`config.mk`:
```
export PLATFORM = sky130hd
export DESIGN_NAME = mcu_instruction_execute
export DESIGN_NICKNAME = d
export VERILOG_FILES = /design/src/mcu_exec_pkg.sv /design/src/mcu_instruction_execute.sv
export SDC_FILE = /design/constraint.sdc
export NUM_CORES = 1
export LEC_CHECK = 0
export ABC_AREA = 1
export ABC_CLOCK_PERIOD_IN_PS = 2600
export BUFFER_PORTS_ARGS = -buffer_cell sky130_fd_sc_hd__buf_2
export CAP_MARGIN = 20
export CORE_ASPECT_RATIO = 1.4
export CORE_MARGIN = 3
export CORE_UTILIZATION = 54
export DETAILED_ROUTE_END_ITERATION = 10
export PLACE_DENSITY = 0.83
export SLEW_MARGIN = 40
export SYNTH_ARGS = -nofsm -noshare
export SYNTH_HDL_FRONTEND = slang
export SYNTH_SLANG_ARGS = --single-unit
export TNS_END_PERCENT = 1
```
`constraint.sdc`:
```
create_clock -name clk -period 2.6 [get_ports clk]
set_input_delay 0.26 -clock clk [delete_from_list [all_inputs] [get_ports clk]]
set_output_delay 0.26 -clock clk [all_outputs]
set_load 0.02 [all_outputs]
```
`src/mcu_exec_pkg.sv`:
```
// Constants, opcodes and state type for the instruction execution core
package mcu_exec_pkg;
  // Machine widths
  localparam int PC_WIDTH = 11;
  localparam int INSTR_WIDTH = 14;
  localparam int DATA_WIDTH = 8;
  // Four system clocks per instruction cycle
  localparam logic [1:0] PHASE_FIRST = 2'h0;
  localparam logic [1:0] PHASE_LAST = 2'h3;
  // Data memory address of the program-counter low byte
  localparam logic [7:0] PCL_ADDR = 8'h06;
  // Upper three address bits of the last program page
  localparam logic [2:0] LAST_PAGE = 3'h7;
  // BCD nibble limit and adjustment
  localparam logic [4:0] BCD_LIMIT = 5'h09;
  localparam logic [4:0] BCD_ADJUST = 5'h06;
  // Reset values
  localparam logic [7:0] BYTE_ZERO = 8'h00;
  localparam logic [PC_WIDTH-1:0] PC_RESET = 11'h000;
  localparam logic [5:0] HIGH_ZERO = 6'h00;
  // Opcode field positions
  localparam int OP_MSB = 13;
  localparam int OP_LSB = 8;
  // Six-bit opcodes (bits 13:8)
  localparam logic [5:0] OP_NOP = 6'h00;
  localparam logic [5:0] OP_ADD_M = 6'h01;
  localparam logic [5:0] OP_ADD_TO_MEMORY_INSTR = 6'h02;
  localparam logic [5:0] OP_ADD_X = 6'h03;
  localparam logic [5:0] OP_ADC_M = 6'h04;
  localparam logic [5:0] OP_ADCM = 6'h05;
  localparam logic [5:0] OP_AND_M = 6'h06;
  localparam logic [5:0] OP_AND_TO_MEMORY_INSTR = 6'h07;
  localparam logic [5:0] OP_AND_X = 6'h08;
  localparam logic [5:0] OP_CPL = 6'h09;
  localparam logic [5:0] OP_COMPLEMENT_TO_ACCUMULATOR_INSTR = 6'h0a;
  localparam logic [5:0] OP_DAA = 6'h0b;
  localparam logic [5:0] OP_INC = 6'h0c;
  localparam logic [5:0] OP_INCREMENT_TO_ACCUMULATOR = 6'h0d;
  localparam logic [5:0] OP_DEC = 6'h0e;
  localparam logic [5:0] OP_DECREMENT_TO_ACCUMULATOR = 6'h0f;
  localparam logic [5:0] OP_CLR_M = 6'h10;
  localparam logic [5:0] OP_SET_M = 6'h11;
  localparam logic [5:0] OP_SWAP = 6'h12;
  localparam logic [5:0] OP_NIBBLE_SWAP_TO_ACCUMULATOR = 6'h13;
  localparam logic [5:0] OP_WDT_CLR = 6'h14;
  localparam logic [5:0] OP_WDT_PRE1 = 6'h15;
  localparam logic [5:0] OP_WDT_PRE2 = 6'h16;
  localparam logic [5:0] OP_HALT = 6'h17;
  localparam logic [5:0] OP_TBL_CUR = 6'h18;
  localparam logic [5:0] OP_TBL_LAST = 6'h19;
  localparam logic [5:0] OP_SKIP_ZERO = 6'h1a;
  // Bit clear: bits 13:11 = 100, bit index in bits 10:8
  localparam logic [2:0] OP_BIT_CLR = 3'h4;
  // Call and jump: bits 13:11, target in bits 10:0
  localparam logic [2:0] OP_CALL = 3'h6;
  localparam logic [2:0] OP_JUMP = 3'h7;
  // Sequencer states, Gray coded along exec -> extra -> table -> halt
  typedef enum logic [1:0] {
    ST_EXEC = 2'h0,
    ST_EXTRA = 2'h1,
    ST_TABLE = 2'h3,
    ST_HALT = 2'h2
  } state_type;
endpackage

```
`src/mcu_instruction_execute.sv`:
```
// Instruction execution core: table read, watchdog, halt, ALU, branch
// Operation
// - Current-page table read: two cycles, low/high
// - Last-page table read: two cycles, low/high
// - Writing program-counter low byte adds one cycle
// - Taken skip discards next, adds dummy cycle
// - Watchdog clear zeroes counters and both flags
// - Pre-clear pair clears only after partner
// - Halt stops, clears watchdog, sets powerdown
// - Add, optional carry, to accumulator or memory
// - AND to accumulator or memory
// - Call pushes PC+1, loads target
// - Clear bit or whole byte of memory
// - Complement to memory or accumulator
// - Decimal adjust low then high nibble
// - Adjusted byte to memory, only carry changes
// - Decrement to memory or accumulator
// - Increment to memory or accumulator
// - Jump loads encoded target unconditionally
// - Nibble swap in one cycle
// - Add sets Z,C,AC,OV; logic sets Z
`timescale 1ns/100ps
`default_nettype none
module mcu_instruction_execute #(
  parameter int STACK_DEPTH = 4,  // Return stack levels
  parameter int PRESCALE_WIDTH = 8,  // Watchdog prescaler width
  parameter int WATCHDOG_WIDTH = 8  // Watchdog counter width
) (
  input wire logic clk,
  input wire logic sys_rst,
  input wire logic [13:0] rom_data,  // Program ROM word at rom_addr
  input wire logic [7:0] ram_rdata,  // Data memory byte at ram_addr
  input wire logic [7:0] table_pointer,  // Low address byte for table reads
  input wire logic wake_up,  // Leaves power-down
  output logic [10:0] rom_addr,
  output logic [7:0] ram_addr,
  output logic [7:0] ram_wdata,
  output logic ram_we,
  output logic [7:0] accumulator,
  output logic carry_flag,
  output logic zero_flag,
  output logic aux_carry_flag,
  output logic overflow_flag,
  output logic timeout_flag,
  output logic powerdown_flag,
  output logic [5:0] table_high_byte,
  output logic clock_stopped,  // High while halted; clk is not gated and the watchdog keeps counting
  output logic [WATCHDOG_WIDTH-1:0] watchdog_counter
);
  localparam int SP_WIDTH = (STACK_DEPTH > 1) ? $clog2(STACK_DEPTH) : 1;
  localparam logic [PRESCALE_WIDTH-1:0] PRESCALE_MAX = '1;
  localparam logic [WATCHDOG_WIDTH-1:0] WATCHDOG_MAX = '1;

  // Phase within the four-clock instruction cycle
  logic [1:0] phase;
  logic [1:0] next_phase;
  // Sequencer
  mcu_exec_pkg::state_type state;
  mcu_exec_pkg::state_type next_state;
  // Program counter and latched instruction
  logic [10:0] pc;
  logic [10:0] next_pc;
  logic [13:0] instr;
  logic [13:0] next_instr;
  // Return stack, grows upward
  logic [10:0] stack [STACK_DEPTH];
  logic [10:0] next_stack [STACK_DEPTH];
  logic [SP_WIDTH-1:0] sp;
  logic [SP_WIDTH-1:0] next_sp;
  // Watchdog prescaler and pre-clear records
  logic [PRESCALE_WIDTH-1:0] prescale;
  logic [PRESCALE_WIDTH-1:0] next_prescale;
  logic pre1_seen;
  logic next_pre1_seen;
  logic pre2_seen;
  logic next_pre2_seen;
  // Next values of registered outputs
  logic [10:0] next_rom_addr;
  logic [7:0] next_ram_addr;
  logic [7:0] next_ram_wdata;
  logic next_ram_we;
  logic [7:0] next_acc;
  logic next_c;
  logic next_z;
  logic next_ac;
  logic next_ov;
  logic next_to;
  logic next_pd;
  logic [5:0] next_tbl_high;
  logic [WATCHDOG_WIDTH-1:0] next_wdt;

  // Add with carry: result, carry from bit 7 and bit 3, overflow
  function automatic logic [10:0] add8(input logic [7:0] a, input logic [7:0] b, input logic cin);
    logic [8:0] sum;
    logic [4:0] low;
    sum = {1'b0, a} + {1'b0, b} + {8'h00, cin};
    low = {1'b0, a[3:0]} + {1'b0, b[3:0]} + {4'h0, cin};
    add8 = {sum[8], low[4], (a[7] == b[7]) && (sum[7] != a[7]), sum[7:0]};
  endfunction

  // Phase counter: free running, one instruction cycle per wrap
  always_comb begin
    next_phase = phase + 2'h1;
  end

  always_ff @(posedge clk or posedge sys_rst) begin
    if (sys_rst) begin
      phase <= mcu_exec_pkg::PHASE_FIRST;
    end else begin
      phase <= next_phase;
    end
  end

  // Next-state logic of the core
  always_comb begin
    logic [5:0] op;
    logic [10:0] sum;
    logic [7:0] result;
    logic wr_mem;
    logic wr_acc;
    logic upd_z;
    logic upd_add;
    logic wdt_clear;
    logic extra;
    logic [4:0] lo_t;
    logic [4:0] hi_t;
    logic nib_carry;
    op = instr[mcu_exec_pkg::OP_MSB:mcu_exec_pkg::OP_LSB];
    sum = '0;
    result = mcu_exec_pkg::BYTE_ZERO;
    wr_mem = 1'b0;
    wr_acc = 1'b0;
    upd_z = 1'b0;
    upd_add = 1'b0;
    wdt_clear = 1'b0;
    extra = 1'b0;
    lo_t = 5'h00;
    hi_t = 5'h00;
    nib_carry = 1'b0;
    next_state = state;
    next_pc = pc;
    next_instr = instr;
    next_stack = stack;
    next_sp = sp;
    next_pre1_seen = pre1_seen;
    next_pre2_seen = pre2_seen;
    next_rom_addr = rom_addr;
    next_ram_addr = ram_addr;
    next_ram_wdata = ram_wdata;
    next_ram_we = 1'b0;
    next_acc = accumulator;
    next_c = carry_flag;
    next_z = zero_flag;
    next_ac = aux_carry_flag;
    next_ov = overflow_flag;
    next_to = timeout_flag;
    next_pd = powerdown_flag;
    next_tbl_high = table_high_byte;
    // Watchdog keeps counting in every state, including power-down
    next_prescale = prescale + {{(PRESCALE_WIDTH-1){1'b0}}, 1'b1};
    next_wdt = watchdog_counter;
    if (prescale == PRESCALE_MAX) begin
      next_wdt = watchdog_counter + {{(WATCHDOG_WIDTH-1){1'b0}}, 1'b1};
    end
    unique case (state)
      mcu_exec_pkg::ST_EXEC: begin
        // Latch the instruction and its operand address
        if (phase == mcu_exec_pkg::PHASE_FIRST) begin
          next_instr = rom_data;
          next_ram_addr = rom_data[7:0];
        end
        if (phase == mcu_exec_pkg::PHASE_LAST) begin
          next_pc = pc + 11'h001;
          if (instr[13:11] == mcu_exec_pkg::OP_JUMP) begin
            next_pc = instr[10:0];
            extra = 1'b1;
          end else if (instr[13:11] == mcu_exec_pkg::OP_CALL) begin
            next_stack[sp] = pc + 11'h001;
            next_sp = sp + {{(SP_WIDTH-1){1'b0}}, 1'b1};
            next_pc = instr[10:0];
            extra = 1'b1;
          end else if (instr[13:11] == mcu_exec_pkg::OP_BIT_CLR) begin
            result = ram_rdata & ~(8'h01 << instr[10:8]);
            wr_mem = 1'b1;
          end else begin
            case (op)
              mcu_exec_pkg::OP_ADD_M, mcu_exec_pkg::OP_ADD_TO_MEMORY_INSTR: begin
                sum = add8(accumulator, ram_rdata, 1'b0);
                upd_add = 1'b1;
                wr_mem = (op == mcu_exec_pkg::OP_ADD_TO_MEMORY_INSTR);
                wr_acc = !wr_mem;
              end
              mcu_exec_pkg::OP_ADD_X: begin
                sum = add8(accumulator, instr[7:0], 1'b0);
                upd_add = 1'b1;
                wr_acc = 1'b1;
              end
              mcu_exec_pkg::OP_ADC_M, mcu_exec_pkg::OP_ADCM: begin
                sum = add8(accumulator, ram_rdata, carry_flag);
                upd_add = 1'b1;
                wr_mem = (op == mcu_exec_pkg::OP_ADCM);
                wr_acc = !wr_mem;
              end
              mcu_exec_pkg::OP_AND_M, mcu_exec_pkg::OP_AND_TO_MEMORY_INSTR: begin
                result = accumulator & ram_rdata;
                upd_z = 1'b1;
                wr_mem = (op == mcu_exec_pkg::OP_AND_TO_MEMORY_INSTR);
                wr_acc = !wr_mem;
              end
              mcu_exec_pkg::OP_AND_X: begin
                result = accumulator & instr[7:0];
                upd_z = 1'b1;
                wr_acc = 1'b1;
              end
              mcu_exec_pkg::OP_CPL, mcu_exec_pkg::OP_COMPLEMENT_TO_ACCUMULATOR_INSTR: begin
                result = ~ram_rdata;
                upd_z = 1'b1;
                wr_mem = (op == mcu_exec_pkg::OP_CPL);
                wr_acc = !wr_mem;
              end
              mcu_exec_pkg::OP_INC, mcu_exec_pkg::OP_INCREMENT_TO_ACCUMULATOR: begin
                result = ram_rdata + 8'h01;
                upd_z = 1'b1;
                wr_mem = (op == mcu_exec_pkg::OP_INC);
                wr_acc = !wr_mem;
              end
              mcu_exec_pkg::OP_DEC, mcu_exec_pkg::OP_DECREMENT_TO_ACCUMULATOR: begin
                result = ram_rdata - 8'h01;
                upd_z = 1'b1;
                wr_mem = (op == mcu_exec_pkg::OP_DEC);
                wr_acc = !wr_mem;
              end
              mcu_exec_pkg::OP_DAA: begin
                // Low nibble, then high with internal carry
                lo_t = {1'b0, accumulator[3:0]};
                if ((lo_t > mcu_exec_pkg::BCD_LIMIT) || aux_carry_flag) begin
                  lo_t = lo_t + mcu_exec_pkg::BCD_ADJUST;
                  nib_carry = lo_t[4];
                end
                hi_t = {1'b0, accumulator[7:4]} + {4'h0, nib_carry};
                if ((hi_t > mcu_exec_pkg::BCD_LIMIT) || carry_flag) begin
                  hi_t = hi_t + mcu_exec_pkg::BCD_ADJUST;
                  next_c = 1'b1;
                end
                result = {hi_t[3:0], lo_t[3:0]};
                wr_mem = 1'b1;
              end
              mcu_exec_pkg::OP_CLR_M: begin
                result = mcu_exec_pkg::BYTE_ZERO;
                wr_mem = 1'b1;
              end
              mcu_exec_pkg::OP_SET_M: begin
                result = ~mcu_exec_pkg::BYTE_ZERO;
                wr_mem = 1'b1;
              end
              mcu_exec_pkg::OP_SWAP, mcu_exec_pkg::OP_NIBBLE_SWAP_TO_ACCUMULATOR: begin
                result = {ram_rdata[3:0], ram_rdata[7:4]};
                wr_mem = (op == mcu_exec_pkg::OP_SWAP);
                wr_acc = !wr_mem;
              end
              mcu_exec_pkg::OP_WDT_CLR: begin
                wdt_clear = 1'b1;
              end
              mcu_exec_pkg::OP_WDT_PRE1: begin
                wdt_clear = pre2_seen;
                next_pre1_seen = !pre2_seen;
              end
              mcu_exec_pkg::OP_WDT_PRE2: begin
                wdt_clear = pre1_seen;
                next_pre2_seen = !pre1_seen;
              end
              mcu_exec_pkg::OP_HALT: begin
                wdt_clear = 1'b1;
                next_state = mcu_exec_pkg::ST_HALT;
              end
              mcu_exec_pkg::OP_TBL_CUR: begin
                next_state = mcu_exec_pkg::ST_TABLE;
              end
              mcu_exec_pkg::OP_TBL_LAST: begin
                next_state = mcu_exec_pkg::ST_TABLE;
              end
              mcu_exec_pkg::OP_SKIP_ZERO: begin
                // Taken skip passes over next word
                if (ram_rdata == mcu_exec_pkg::BYTE_ZERO) begin
                  next_pc = pc + 11'h002;
                  extra = 1'b1;
                end
              end
              default: begin
                // No operation
              end
            endcase
          end
          // Truncated sum, carries from bits 7 and 3
          if (upd_add) begin
            result = sum[7:0];
            next_c = sum[10];
            next_ac = sum[9];
            next_ov = sum[8];
            upd_z = 1'b1;
          end
          if (upd_z) begin
            next_z = (result == mcu_exec_pkg::BYTE_ZERO);
          end
          if (wr_acc) begin
            next_acc = result;
          end
          if (wr_mem) begin
            next_ram_wdata = result;
            next_ram_we = 1'b1;
            if (ram_addr == mcu_exec_pkg::PCL_ADDR) begin
              next_pc = {pc[10:8], result};
              extra = 1'b1;
            end
          end
          if (wdt_clear) begin
            next_prescale = '0;
            next_wdt = '0;
            next_to = 1'b0;
            next_pd = 1'b0;
            next_pre1_seen = 1'b0;
            next_pre2_seen = 1'b0;
          end
          if (op == mcu_exec_pkg::OP_HALT && instr[13:11] != mcu_exec_pkg::OP_BIT_CLR) begin
            next_pd = 1'b1;
          end
          if (extra) begin
            next_state = mcu_exec_pkg::ST_EXTRA;
          end
          next_rom_addr = next_pc;
          // Table address replaces the fetch address for one cycle
          if (next_state == mcu_exec_pkg::ST_TABLE) begin
            next_rom_addr = (op == mcu_exec_pkg::OP_TBL_LAST) ? {mcu_exec_pkg::LAST_PAGE, table_pointer}
                                                                : {pc[10:8], table_pointer};
          end
        end
      end
      mcu_exec_pkg::ST_EXTRA: begin
        // Dummy cycle: the fetch is discarded
        if (phase == mcu_exec_pkg::PHASE_LAST) begin
          next_state = mcu_exec_pkg::ST_EXEC;
        end
      end
      mcu_exec_pkg::ST_TABLE: begin
        // Second cycle: split word into memory and high register
        if (phase == mcu_exec_pkg::PHASE_LAST) begin
          next_ram_wdata = rom_data[7:0];
          next_ram_we = 1'b1;
          next_tbl_high = rom_data[13:8];
          next_state = mcu_exec_pkg::ST_EXEC;
          next_rom_addr = pc;
          // Table data landing in the low byte
          if (ram_addr == mcu_exec_pkg::PCL_ADDR) begin
            next_pc = {pc[10:8], rom_data[7:0]};
            next_rom_addr = next_pc;
            next_state = mcu_exec_pkg::ST_EXTRA;
          end
        end
      end
      mcu_exec_pkg::ST_HALT: begin
        // Registers other than the watchdog hold; resume at a cycle boundary after wake-up
        if (wake_up && phase == mcu_exec_pkg::PHASE_LAST) begin
          next_state = mcu_exec_pkg::ST_EXEC;
        end
      end
    endcase
    // Watchdog expiry sets time-out, except when a clear lands in the same cycle
    if (prescale == PRESCALE_MAX && watchdog_counter == WATCHDOG_MAX && !wdt_clear) begin
      next_to = 1'b1;
    end
  end

  // Core registers; stack is not reset beyond a known value
  always_ff @(posedge clk or posedge sys_rst) begin
    if (sys_rst) begin
      state <= mcu_exec_pkg::ST_EXEC;
      pc <= mcu_exec_pkg::PC_RESET;
      instr <= '0;
      for (int i = 0; i < STACK_DEPTH; i++) begin
        stack[i] <= mcu_exec_pkg::PC_RESET;
      end
      sp <= '0;
      prescale <= '0;
      pre1_seen <= 1'b0;
      pre2_seen <= 1'b0;
      rom_addr <= mcu_exec_pkg::PC_RESET;
      ram_addr <= mcu_exec_pkg::BYTE_ZERO;
      ram_wdata <= mcu_exec_pkg::BYTE_ZERO;
      ram_we <= 1'b0;
      accumulator <= mcu_exec_pkg::BYTE_ZERO;
      carry_flag <= 1'b0;
      zero_flag <= 1'b0;
      aux_carry_flag <= 1'b0;
      overflow_flag <= 1'b0;
      timeout_flag <= 1'b0;
      powerdown_flag <= 1'b0;
      table_high_byte <= mcu_exec_pkg::HIGH_ZERO;
      clock_stopped <= 1'b0;
      watchdog_counter <= '0;
    end else begin
      state <= next_state;
      pc <= next_pc;
      instr <= next_instr;
      stack <= next_stack;
      sp <= next_sp;
      prescale <= next_prescale;
      pre1_seen <= next_pre1_seen;
      pre2_seen <= next_pre2_seen;
      rom_addr <= next_rom_addr;
      ram_addr <= next_ram_addr;
      ram_wdata <= next_ram_wdata;
      ram_we <= next_ram_we;
      accumulator <= next_acc;
      carry_flag <= next_c;
      zero_flag <= next_z;
      aux_carry_flag <= next_ac;
      overflow_flag <= next_ov;
      timeout_flag <= next_to;
      powerdown_flag <= next_pd;
      table_high_byte <= next_tbl_high;
      clock_stopped <= (next_state == mcu_exec_pkg::ST_HALT);
      watchdog_counter <= next_wdt;
    end
  end
endmodule // mcu_instruction_execute
`default_nettype wire

```
==> impl_metrics.yaml, run 1 <==
routing:
  routedWlPerCell_um: 17.2
  viasPerCell: 5.67
  drc: 0
  drt_first_pass_iters: 5
  routed_wl_um: 25200
  vias: 8312
  drt_iter0_drc: 734
  ant_nets: 0
setup_path:
  arrival_ps: 2790
  cp_max_fo: 4
  required_ps: 2840
  cp-start-kind: "register"
  worst_setup_path_end_kind: "register"
  worstSetupPathType: "register to register"
sta:
  relSlewSlack_pct: 55.6
  hold_viol: 0
  skew_ps: 6.80
  grt_setup_unrepaired: "true"
  report.final.slew_viol_count: 0
  finalCritPeriodShare_pct: 98.4
  fmax_ghz: 0.391
  setup_tns_ps: 0
  finalCriticalPeriod_ps: 2560
  timing.final.ws_setup_ps: 42.4
  tightest_slew_ps: 666
  setup_viol: 0
global_routing:
  grt_antenna_before_repair: 0
  grt_pass1_wl_um: 40000
  grtUsageTotal_pct: 32.8
  grt_max_degree: 55
  first_global_vias: 7980
  grt-ovfl-total: 0
clocking:
  cts_max_path_buffers: 2
  htreeDepth: 3
  root_buffer: "clkbuf_16"
  cts.reportedPaths.clkPinSlew_ps: 80
  post_cts_buffers: 0
  clkLatencyLatePin_ps: 350
  cts_tree: "yes"
  cts_made_buffers: 9
  clkSinkCount: 88
placed_design:
  port-buffer-count: 89
  place_ws_ps: -78.5
  placed_cells: 1448
  globalplace.congestion: 1.01
  hpwl_um: 19600
logic_synthesis:
  ys_ff_latch: 88
  synth_nets: 1202
  syn_avg_cell_area_um2: 6.64
  synth.distinct_cells: 50
  synth_warnings: 0
  netlist_area_um2: 7480
  netlist_instances: 1127
  seq_area_frac_synth_pct: 29.4
final_layout:
  layout_commonest_cell: "nand2_1"
  syn_to_final_growth_pct: 20.8
  final.fill_count: 1214
  layout_common_cells: "nand2_1, inv_1, nor2_1"
  diodes: 0
  post-route-util_pct: 67.2
  num-nets-final: 1353
  drive_gt1_share_pct: 21.4
  final_cells: 1465
die:
  die-area_um2: 15300
  initial_core_util_pct: 55.6
  die_y_um: 145
  core_um2: 13500
  fp.dieW_um: 105
  io_pins: 90
  fp-row-count: 50
pwr:
  ir_worst_vdd_mv: 0.546
  p_per_area_nw_per_um2: 1080
  leakagePower_nw: 4.88
run:
  maxCapViolations: 0
status:
  status: "complete, no violations"
hold_path:
  hold_class: "primary input to register"
[flip-flops by register name, indices dropped and copies added, names as in the netlist, 2 cells and up]
signal and count:
pc 11, rom_addr 11, accumulator 8, prescale 8, ram_wdata 8, watchdog_counter 8
instr 7, ram_addr 7, table_high_byte 6, phase 2, state 2
[critical path, cell delays in order, from the launching register on]
cell and delay [ps]:
dfrtp_1 410, ha_1 230, fa_2 560, ha_1 180
nand2_1 100, nor3b_1 150, nor3_1 180, nand3_1 90
buf_4 180, nand2_1 110, nand2_1 60, a21oi_1 140
a21oi_1 50
[area by class of cell]
| cell class | instances | area [um^2] | share of cell area, % |
|---|---|---|---|
| tap | 182 | 228 | 2.52 |
| clock buffer | 9 | 225 | 2.49 |
| multi-input combinational | 845 | 4610 | 51.1 |
| timing repair buffer | 169 | 1070 | 11.8 |
| sequential | 88 | 2200 | 24.4 |
| clock inverter | 7 | 73.8 | 0.817 |
| inverter | 165 | 626 | 6.92 |
[where the power goes]
group	internal, mW	switching [mW]	leakage [nW]
registers	1.81	0.510	1.07
logic	2.26	3.86	3.66
clock network	0.680	0.656	0.147
total	4.74	5.03	4.88
[stage by stage]
step / power, mW / hold slack, ps / cell area, um^2
after CTS: 9.56 / 179 / 8910
final: 9.77 / 182 / 9040
after global routing: 10.5 / 179 / 9040
after detailed placement: 8.19 / 370 / 8600
after global placement: 8.08 / 369 / 8600
after floorplan: 6.21 / 411 / 7480
[path summary, 6_finish.rpt]
| check | slack (ps) | endpoint | depth (start not counted) | from |
|---|---|---|---|---|
| worst max register to register | 40 | pc[2] | 12 | accumulator[0] |
| min in group asynchronous | 520 | rom_addr[10] | 3 | sys_rst |
| worst max-delay path | 40 | pc[2] | 12 | accumulator[0] |
| max in group asynchronous | 1360 | instr[11] | 4 | sys_rst |
| worst min-delay path | 180 | table_high_byte[5] | 3 | rom_data[13] |
| worst min register to register | 460 | phase[0] | 1 | phase[0] |
[repair_timing]
action | in CTS | in global routing
setup endpoints to repair | 4 | 32
hold buffers | 1 | 0
pin swaps | 1 | 10
endpoints found under the hold margin | 9 | 0
gates resized for setup | 2 | 33
[cells in the mapped netlist (all sizes together)]
library cell	number	area (um^2)
a31oi	3	18.8
mux2	4	45.0
a311oi	1	8.76
dfrtp	88	2200
o211ai	9	67.6
o21ai	103	519
a22oi	8	60.1
nand2	311	1210
a21boi	3	22.5
o21a	1	7.51
nor3b	2	15.0
xnor2	5	43.8
a211oi	2	15.0
and2	1	6.26
o2bb2ai	1	8.76
o22ai	2	12.5
clkbuf	10	37.5
nor4	3	18.8
a221oi	2	17.5
nor2	109	449
a21oi	65	355
a21o	1	7.51
buf	19	128
nor3	11	71.3
nand4	31	194
inv	165	622
fa	3	60.1
ha	39	488
xor2	11	96.3
nand3b	4	30.0
or2	7	43.8
nand3	103	601
[layer usage]
metal	vias to the layer above	track usage [%]	part of all wire [%]
li1	3990	-	-
met1	3814	38.1	38
met2	393	56.2	49
met3	115	4.81	7.0
met4	0	20.0	6.5
met5	-	0	0
[cell families after synthesis]
family	Yosys count	synth area share (%)
xor gates and xnor gates	16	1.87
DFF	88	29.4
buffers and inverters	194	10.5
and+or+nand+nor	582	35.2
adders and majority gates	42	7.33
muxes	4	0.602
AOI/OAI and AO/OA	201	15.0
No activity file was read; power rests on OpenSTA's default activity.
==> inputs of run 2 (changes only) <==
- CORE_MARGIN: 3 -> 4
==> run 2 against run 1 <==
Net effect: utilization grew 0.82 points; critical path depth is 3 higher; combinational power increased by 2%; die area is 3.3% higher; worst setup slack got worse by 22 ps; sequential share of layout area fell by 0.29 points.
==> impl_metrics.yaml, run 2 (same netlist as run 1, synthesis figures left out) <==
final_layout:
  syn_to_final_growth_pct: 22.3
  top_regs: "pc x11, rom_addr x11"
  drive_gt1_share_pct: 22.3
  regArea_um2: 2200
  post-route-util_pct: 68.0
  final.fill_count: 1198
  diodes: 0
  layout_commonest_cell: "nand2_1"
  multi_input_area_um2: 4650
  num-nets-final: 1361
  final_cells: 1473
  layout_common_cells: "nand2_1, inv_1, nor2_1"
sta:
  tightest_slew_ps: 651
  finalCriticalPeriod_ps: 2580
  relSlewSlack_pct: 56.3
  finalCritPeriodShare_pct: 99.2
  setup_viol: 0
  setup_tns_ps: 0
  fmax_ghz: 0.388
  timing.final.ws_setup_ps: 20.4
  hold_viol: 0
  grt_setup_unrepaired: "true"
  report.final.slew_viol_count: 0
  skew_ps: 14.1
die:
  die-area_um2: 15800
  initial_core_util_pct: 55.6
  io_pins: 90
  die_y_um: 147
  core_um2: 13500
  fp-row-count: 50
  fp.dieW_um: 107
setup_path:
  cp-start-kind: "register"
  worstSetupPathType: "register to register"
  worst_setup_path_end_kind: "register"
  arrival_ps: 2810
  rr_worst_depth: 15
  r2r_end: "ram_wdata[6]"
  crit_start: "instr[12]"
  r2r_slack_ps: 20
  cp_max_fo: 6
  timing.rr.start: "instr[12]"
  required_ps: 2830
routing:
  routed_wl_um: 25200
  viasPerCell: 5.62
  routedWlPerCell_um: 17.1
  drc: 0
  ant_nets: 0
  drt_first_pass_iters: 5
  drt_iter0_drc: 708
  vias: 8277
pwr:
  p_total_mw: 9.94
  ir_worst_vdd_mv: 0.579
  p_per_area_nw_per_um2: 1090
  leakagePower_nw: 4.93
global_routing:
  grtUsageTotal_pct: 31.8
  grt_pass1_wl_um: 39600
  grt_max_degree: 56
  grt_antenna_before_repair: 0
  first_global_vias: 7913
  grt-ovfl-total: 0
clocking:
  clkLatencyLatePin_ps: 350
  root_buffer: "clkbuf_16"
  cts.reportedPaths.clkPinSlew_ps: 70
  cts_tree: "yes"
  cts_made_buffers: 9
  clkSinkCount: 88
  cts_max_path_buffers: 2
  htreeDepth: 3
hold_path:
  hold_class: "primary input to register"
  whs_path_depth: 3
  hold_end: "instr[13]"
  worstHoldStart: "rom_data[13]"
run:
  maxCapViolations: 0
placed_design:
  globalplace.congestion: 1.01
  place_ws_ps: -122
  placed_cells: 1452
  port-buffer-count: 89
  hpwl_um: 19800
status:
  status: "complete, no violations"
==> run 2: layout make-up <==
type	count	share of cell area [%]
clock inverters	6	0.807
clock buffers	10	2.61
repair buffers	177	12.3
flip-flops and latches	88	24.1
multi-input cells	845	50.9
well taps	182	2.49
inverters	165	6.81
==> run 2: stage by stage <==
step | cell area, um^2 | hold slack, ps
floorplan | 7480 | 411
global placement | 8630 | 361
detailed placement | 8630 | 364
CTS | 8980 | 179
global route | 9150 | 183
finish | 9150 | 181
==> run 2: power by group <==
group	switching, mW	internal, mW	total, mW	leakage [nW]
sequential	0.517	1.81	2.32	1.07
combinational	3.92	2.30	6.22	3.71
clock	0.606	0.786	1.39	0.148
total	5.04	4.90	9.94	4.93
==> run 2: worst max path at each step <==
stage	end
floorplan	accumulator[0]
global placement	rom_addr[5]
detailed placement	rom_addr[5]
CTS	ram_wdata[6]
global route	rom_addr[7]
finish	ram_wdata[6]
==> run 2: routing by layer <==
| layer | vias up | track usage, % | part of all wire (%) |
|---|---|---|---|
| met5 | - | 0 | 0 |
| met4 | 0 | 15.0 | 4.7 |
| met3 | 78 | 3.91 | 6.5 |
| met2 | 345 | 57.3 | 51 |
| met1 | 3846 | 36.8 | 38 |
| li1 | 4008 | - | - |
==> run 2: timing repair <==
action	in CTS	in global routing
gates cloned	0	0
gates resized for setup	4	40
buffers inserted	2	2
endpoints found under the setup margin	11	32
endpoints found under the hold margin	13	0
hold buffers	1	0
pin swaps	2	11
==> run 2: worst max-delay path, stage by stage, from the launching register on <==
cell and delay [ps]:
dfrtp_1 400, nor2_2 170, nand2_2 110, nor2_4 130, buf_6 160, ha_4 200
buf_4 140, a21oi_1 180, nand4_1 120, nand3_1 140, nand4_1 110, nand2_1 130
nand3_2 120, buf_4 160, nand2_1 100, a21oi_1 80
==> inputs of run 3 (changes only) <==
- RECOVER_POWER: not set -> 25
==> run 3 against run 2 <==
Net effect: global-route usage unchanged; via count about the same; highest routed layer unchanged; routed wire length decreased by 0.40%; first-iteration DRC count increased by 1.3%; sequential cell count unchanged; die area unchanged; critical path depth unchanged; clock-buffer cell count unchanged; largest cell class unchanged; sequential power about the same; the run now ends with max-capacitance violations, max-slew violations left; cell count unchanged; clock skew decreased by 0.68 ps.
==> impl_metrics.yaml, run 3 (same netlist as run 1, synthesis figures left out) <==
status:
  status: "complete, but fails checks"
  violations: "max-capacitance violations, max-slew violations"
global_routing:
  grt-ovfl-total: 0
  grt_antenna_before_repair: 0
  first_global_vias: 7913
  grt_max_degree: 56
  grtUsageTotal_pct: 31.8
  grt_pass1_wl_um: 39600
routing:
  drt_iter0_drc: 717
  routed_wl_um: 25100
  drt_first_pass_iters: 5
  viasPerCell: 5.62
  routedWlPerCell_um: 17.0
  vias: 8283
  drc: 0
  ant_nets: 0
final_layout:
  num-nets-final: 1361
  top_regs: "pc x11, rom_addr x11"
  final.fill_count: 1207
  layout_common_cells: "nand2_1, inv_1, nor2_1"
  multi_input_area_um2: 4650
  syn_to_final_growth_pct: 22.0
  layout_commonest_cell: "nand2_1"
  regArea_um2: 2200
  post-route-util_pct: 67.8
  diodes: 0
  drive_gt1_share_pct: 20.8
sta:
  whs_ps: 180
  relSlewSlack_pct: -9.35
  hold_viol: 0
  skew_ps: 13.4
  finalCritPeriodShare_pct: 99.4
  grt_setup_unrepaired: "true"
  tightest_slew_ps: 1630
  setup_viol: 0
  fmax_ghz: 0.387
  finalCriticalPeriod_ps: 2590
  report.final.slew_viol_count: 34
  setup_tns_ps: 0
  timing.final.ws_setup_ps: 14.8
clocking:
  htreeDepth: 3
  clkLatencyLatePin_ps: 350
  cts_max_path_buffers: 2
  clkSinkCount: 88
  root_buffer: "clkbuf_16"
  cts_made_buffers: 9
  cts_tree: "yes"
  cts.reportedPaths.clkPinSlew_ps: 70
setup_path:
  cpLargestDelayFamily: "simple AND/OR/NAND/NOR gates"
  worst-path-buf-inv: 3
  arrival_ps: 2820
  worst_setup_path_end_kind: "register"
  worstSetupPathType: "register to register"
  required_ps: 2840
  cp-start-kind: "register"
  slowest_delay_ps: 400
  cp_max_fo: 6
  slowest_stage: "dfrtp_1"
  cp_cell_sequence: "nor2_2 -> nand2_2 -> nor2_4 -> buf_6 -> ha_4 -> buf_4 -> a21oi_1 -> nand4_1 -> nand3_1 -> nand4_1 -> nand2_1 -> nand3_2 -> buf_4 -> nand2_1 -> a21oi_1"
run:
  maxCapViolations: 1
die:
  initial_core_util_pct: 55.6
  die_y_um: 147
  core_um2: 13500
  fp-row-count: 50
  fp.dieW_um: 107
  die-area_um2: 15800
  io_pins: 90
pwr:
  p_total_mw: 9.90
  leakagePower_nw: 4.88
  ir_worst_vdd_mv: 0.580
  p_per_area_nw_per_um2: 1090
placed_design:
  hpwl_um: 19800
  port-buffer-count: 89
  globalplace.congestion: 1.01
  place_ws_ps: -122
hold_path:
  hold_class: "primary input to register"
[run 3: cell types whose count changed in the layout (fill, tap and decap cells not counted), sizes merged]
cell / before / now
buf: 176 / 157
clkbuf: 10 / 29
clkinv: 1 / 0
clkinvlp: 2 / 3
[run 3: final timing paths]
| check | start | endpoint | slack, ps | cells after the start |
|---|---|---|---|---|
| worst min-delay path | rom_data[13] | instr[13] | 180 | 3 |
| worst min register to register | phase[0] | phase[0] | 450 | 1 |
| max in group asynchronous | sys_rst | instr[12] | 870 | 4 |
| min in group asynchronous | sys_rst | rom_addr[2] | 820 | 3 |
| worst max-delay path | instr[12] | ram_wdata[6] | 10 | 15 |
| worst max register to register | instr[12] | ram_wdata[6] | 10 | 15 |
[run 3: worst register-to-register path, stage by stage, from the launching register on]
cell and delay, ps:
dfrtp_1 400, nor2_2 170, nand2_2 110, nor2_4 130
buf_6 160, ha_4 200, buf_4 140, a21oi_1 180
nand4_1 120, nand3_1 140, nand4_1 110, nand2_1 130
nand3_2 120, buf_4 170, nand2_1 110, a21oi_1 80
[run 3: what timing repair did]
item,CTS,global route
endpoints found under the setup margin,11,32
hold endpoints to repair,13,0
resized for setup,4,40
gates cloned,0,0
hold buffers,1,0
pin swaps,2,11
buffers inserted,2,2
[run 3: stage by stage]
step	std cells	area (um^2)
finish	1473	9120
global route	1473	9120
CTS	1471	8980
detailed placement	1452	8630
global placement	1452	8630
floorplan	1127	7480
[run 3: report_power, final]
part	switching [mW]	internal (mW)
Combinational	3.91	2.28
Sequential	0.518	1.81
Clock	0.604	0.786
[run 3: per-layer routing]
| metal | up-vias | routed length, um | GRT usage [%] | share of wire (%) |
|---|---|---|---|---|
| met5 | - | 0 | 0 | 0 |
| met4 | 0 | 1230 | 15.0 | 4.9 |
| met3 | 76 | 1720 | 3.91 | 6.8 |
| met2 | 371 | 12700 | 57.3 | 51 |
| met1 | 3829 | 9430 | 36.8 | 38 |
| li1 | 4007 | - | - | - |
[run 3: cell type report]
| cell class | count | share of cell area, % |
|---|---|---|
| clock inverters | 6 | 0.809 |
| repair buffers | 177 | 12.1 |
| inverters | 165 | 6.83 |
| multi-input cells | 845 | 51.0 |
| well taps | 182 | 2.50 |
| clock buffers | 10 | 2.62 |
| flip-flops and latches | 88 | 24.1 |
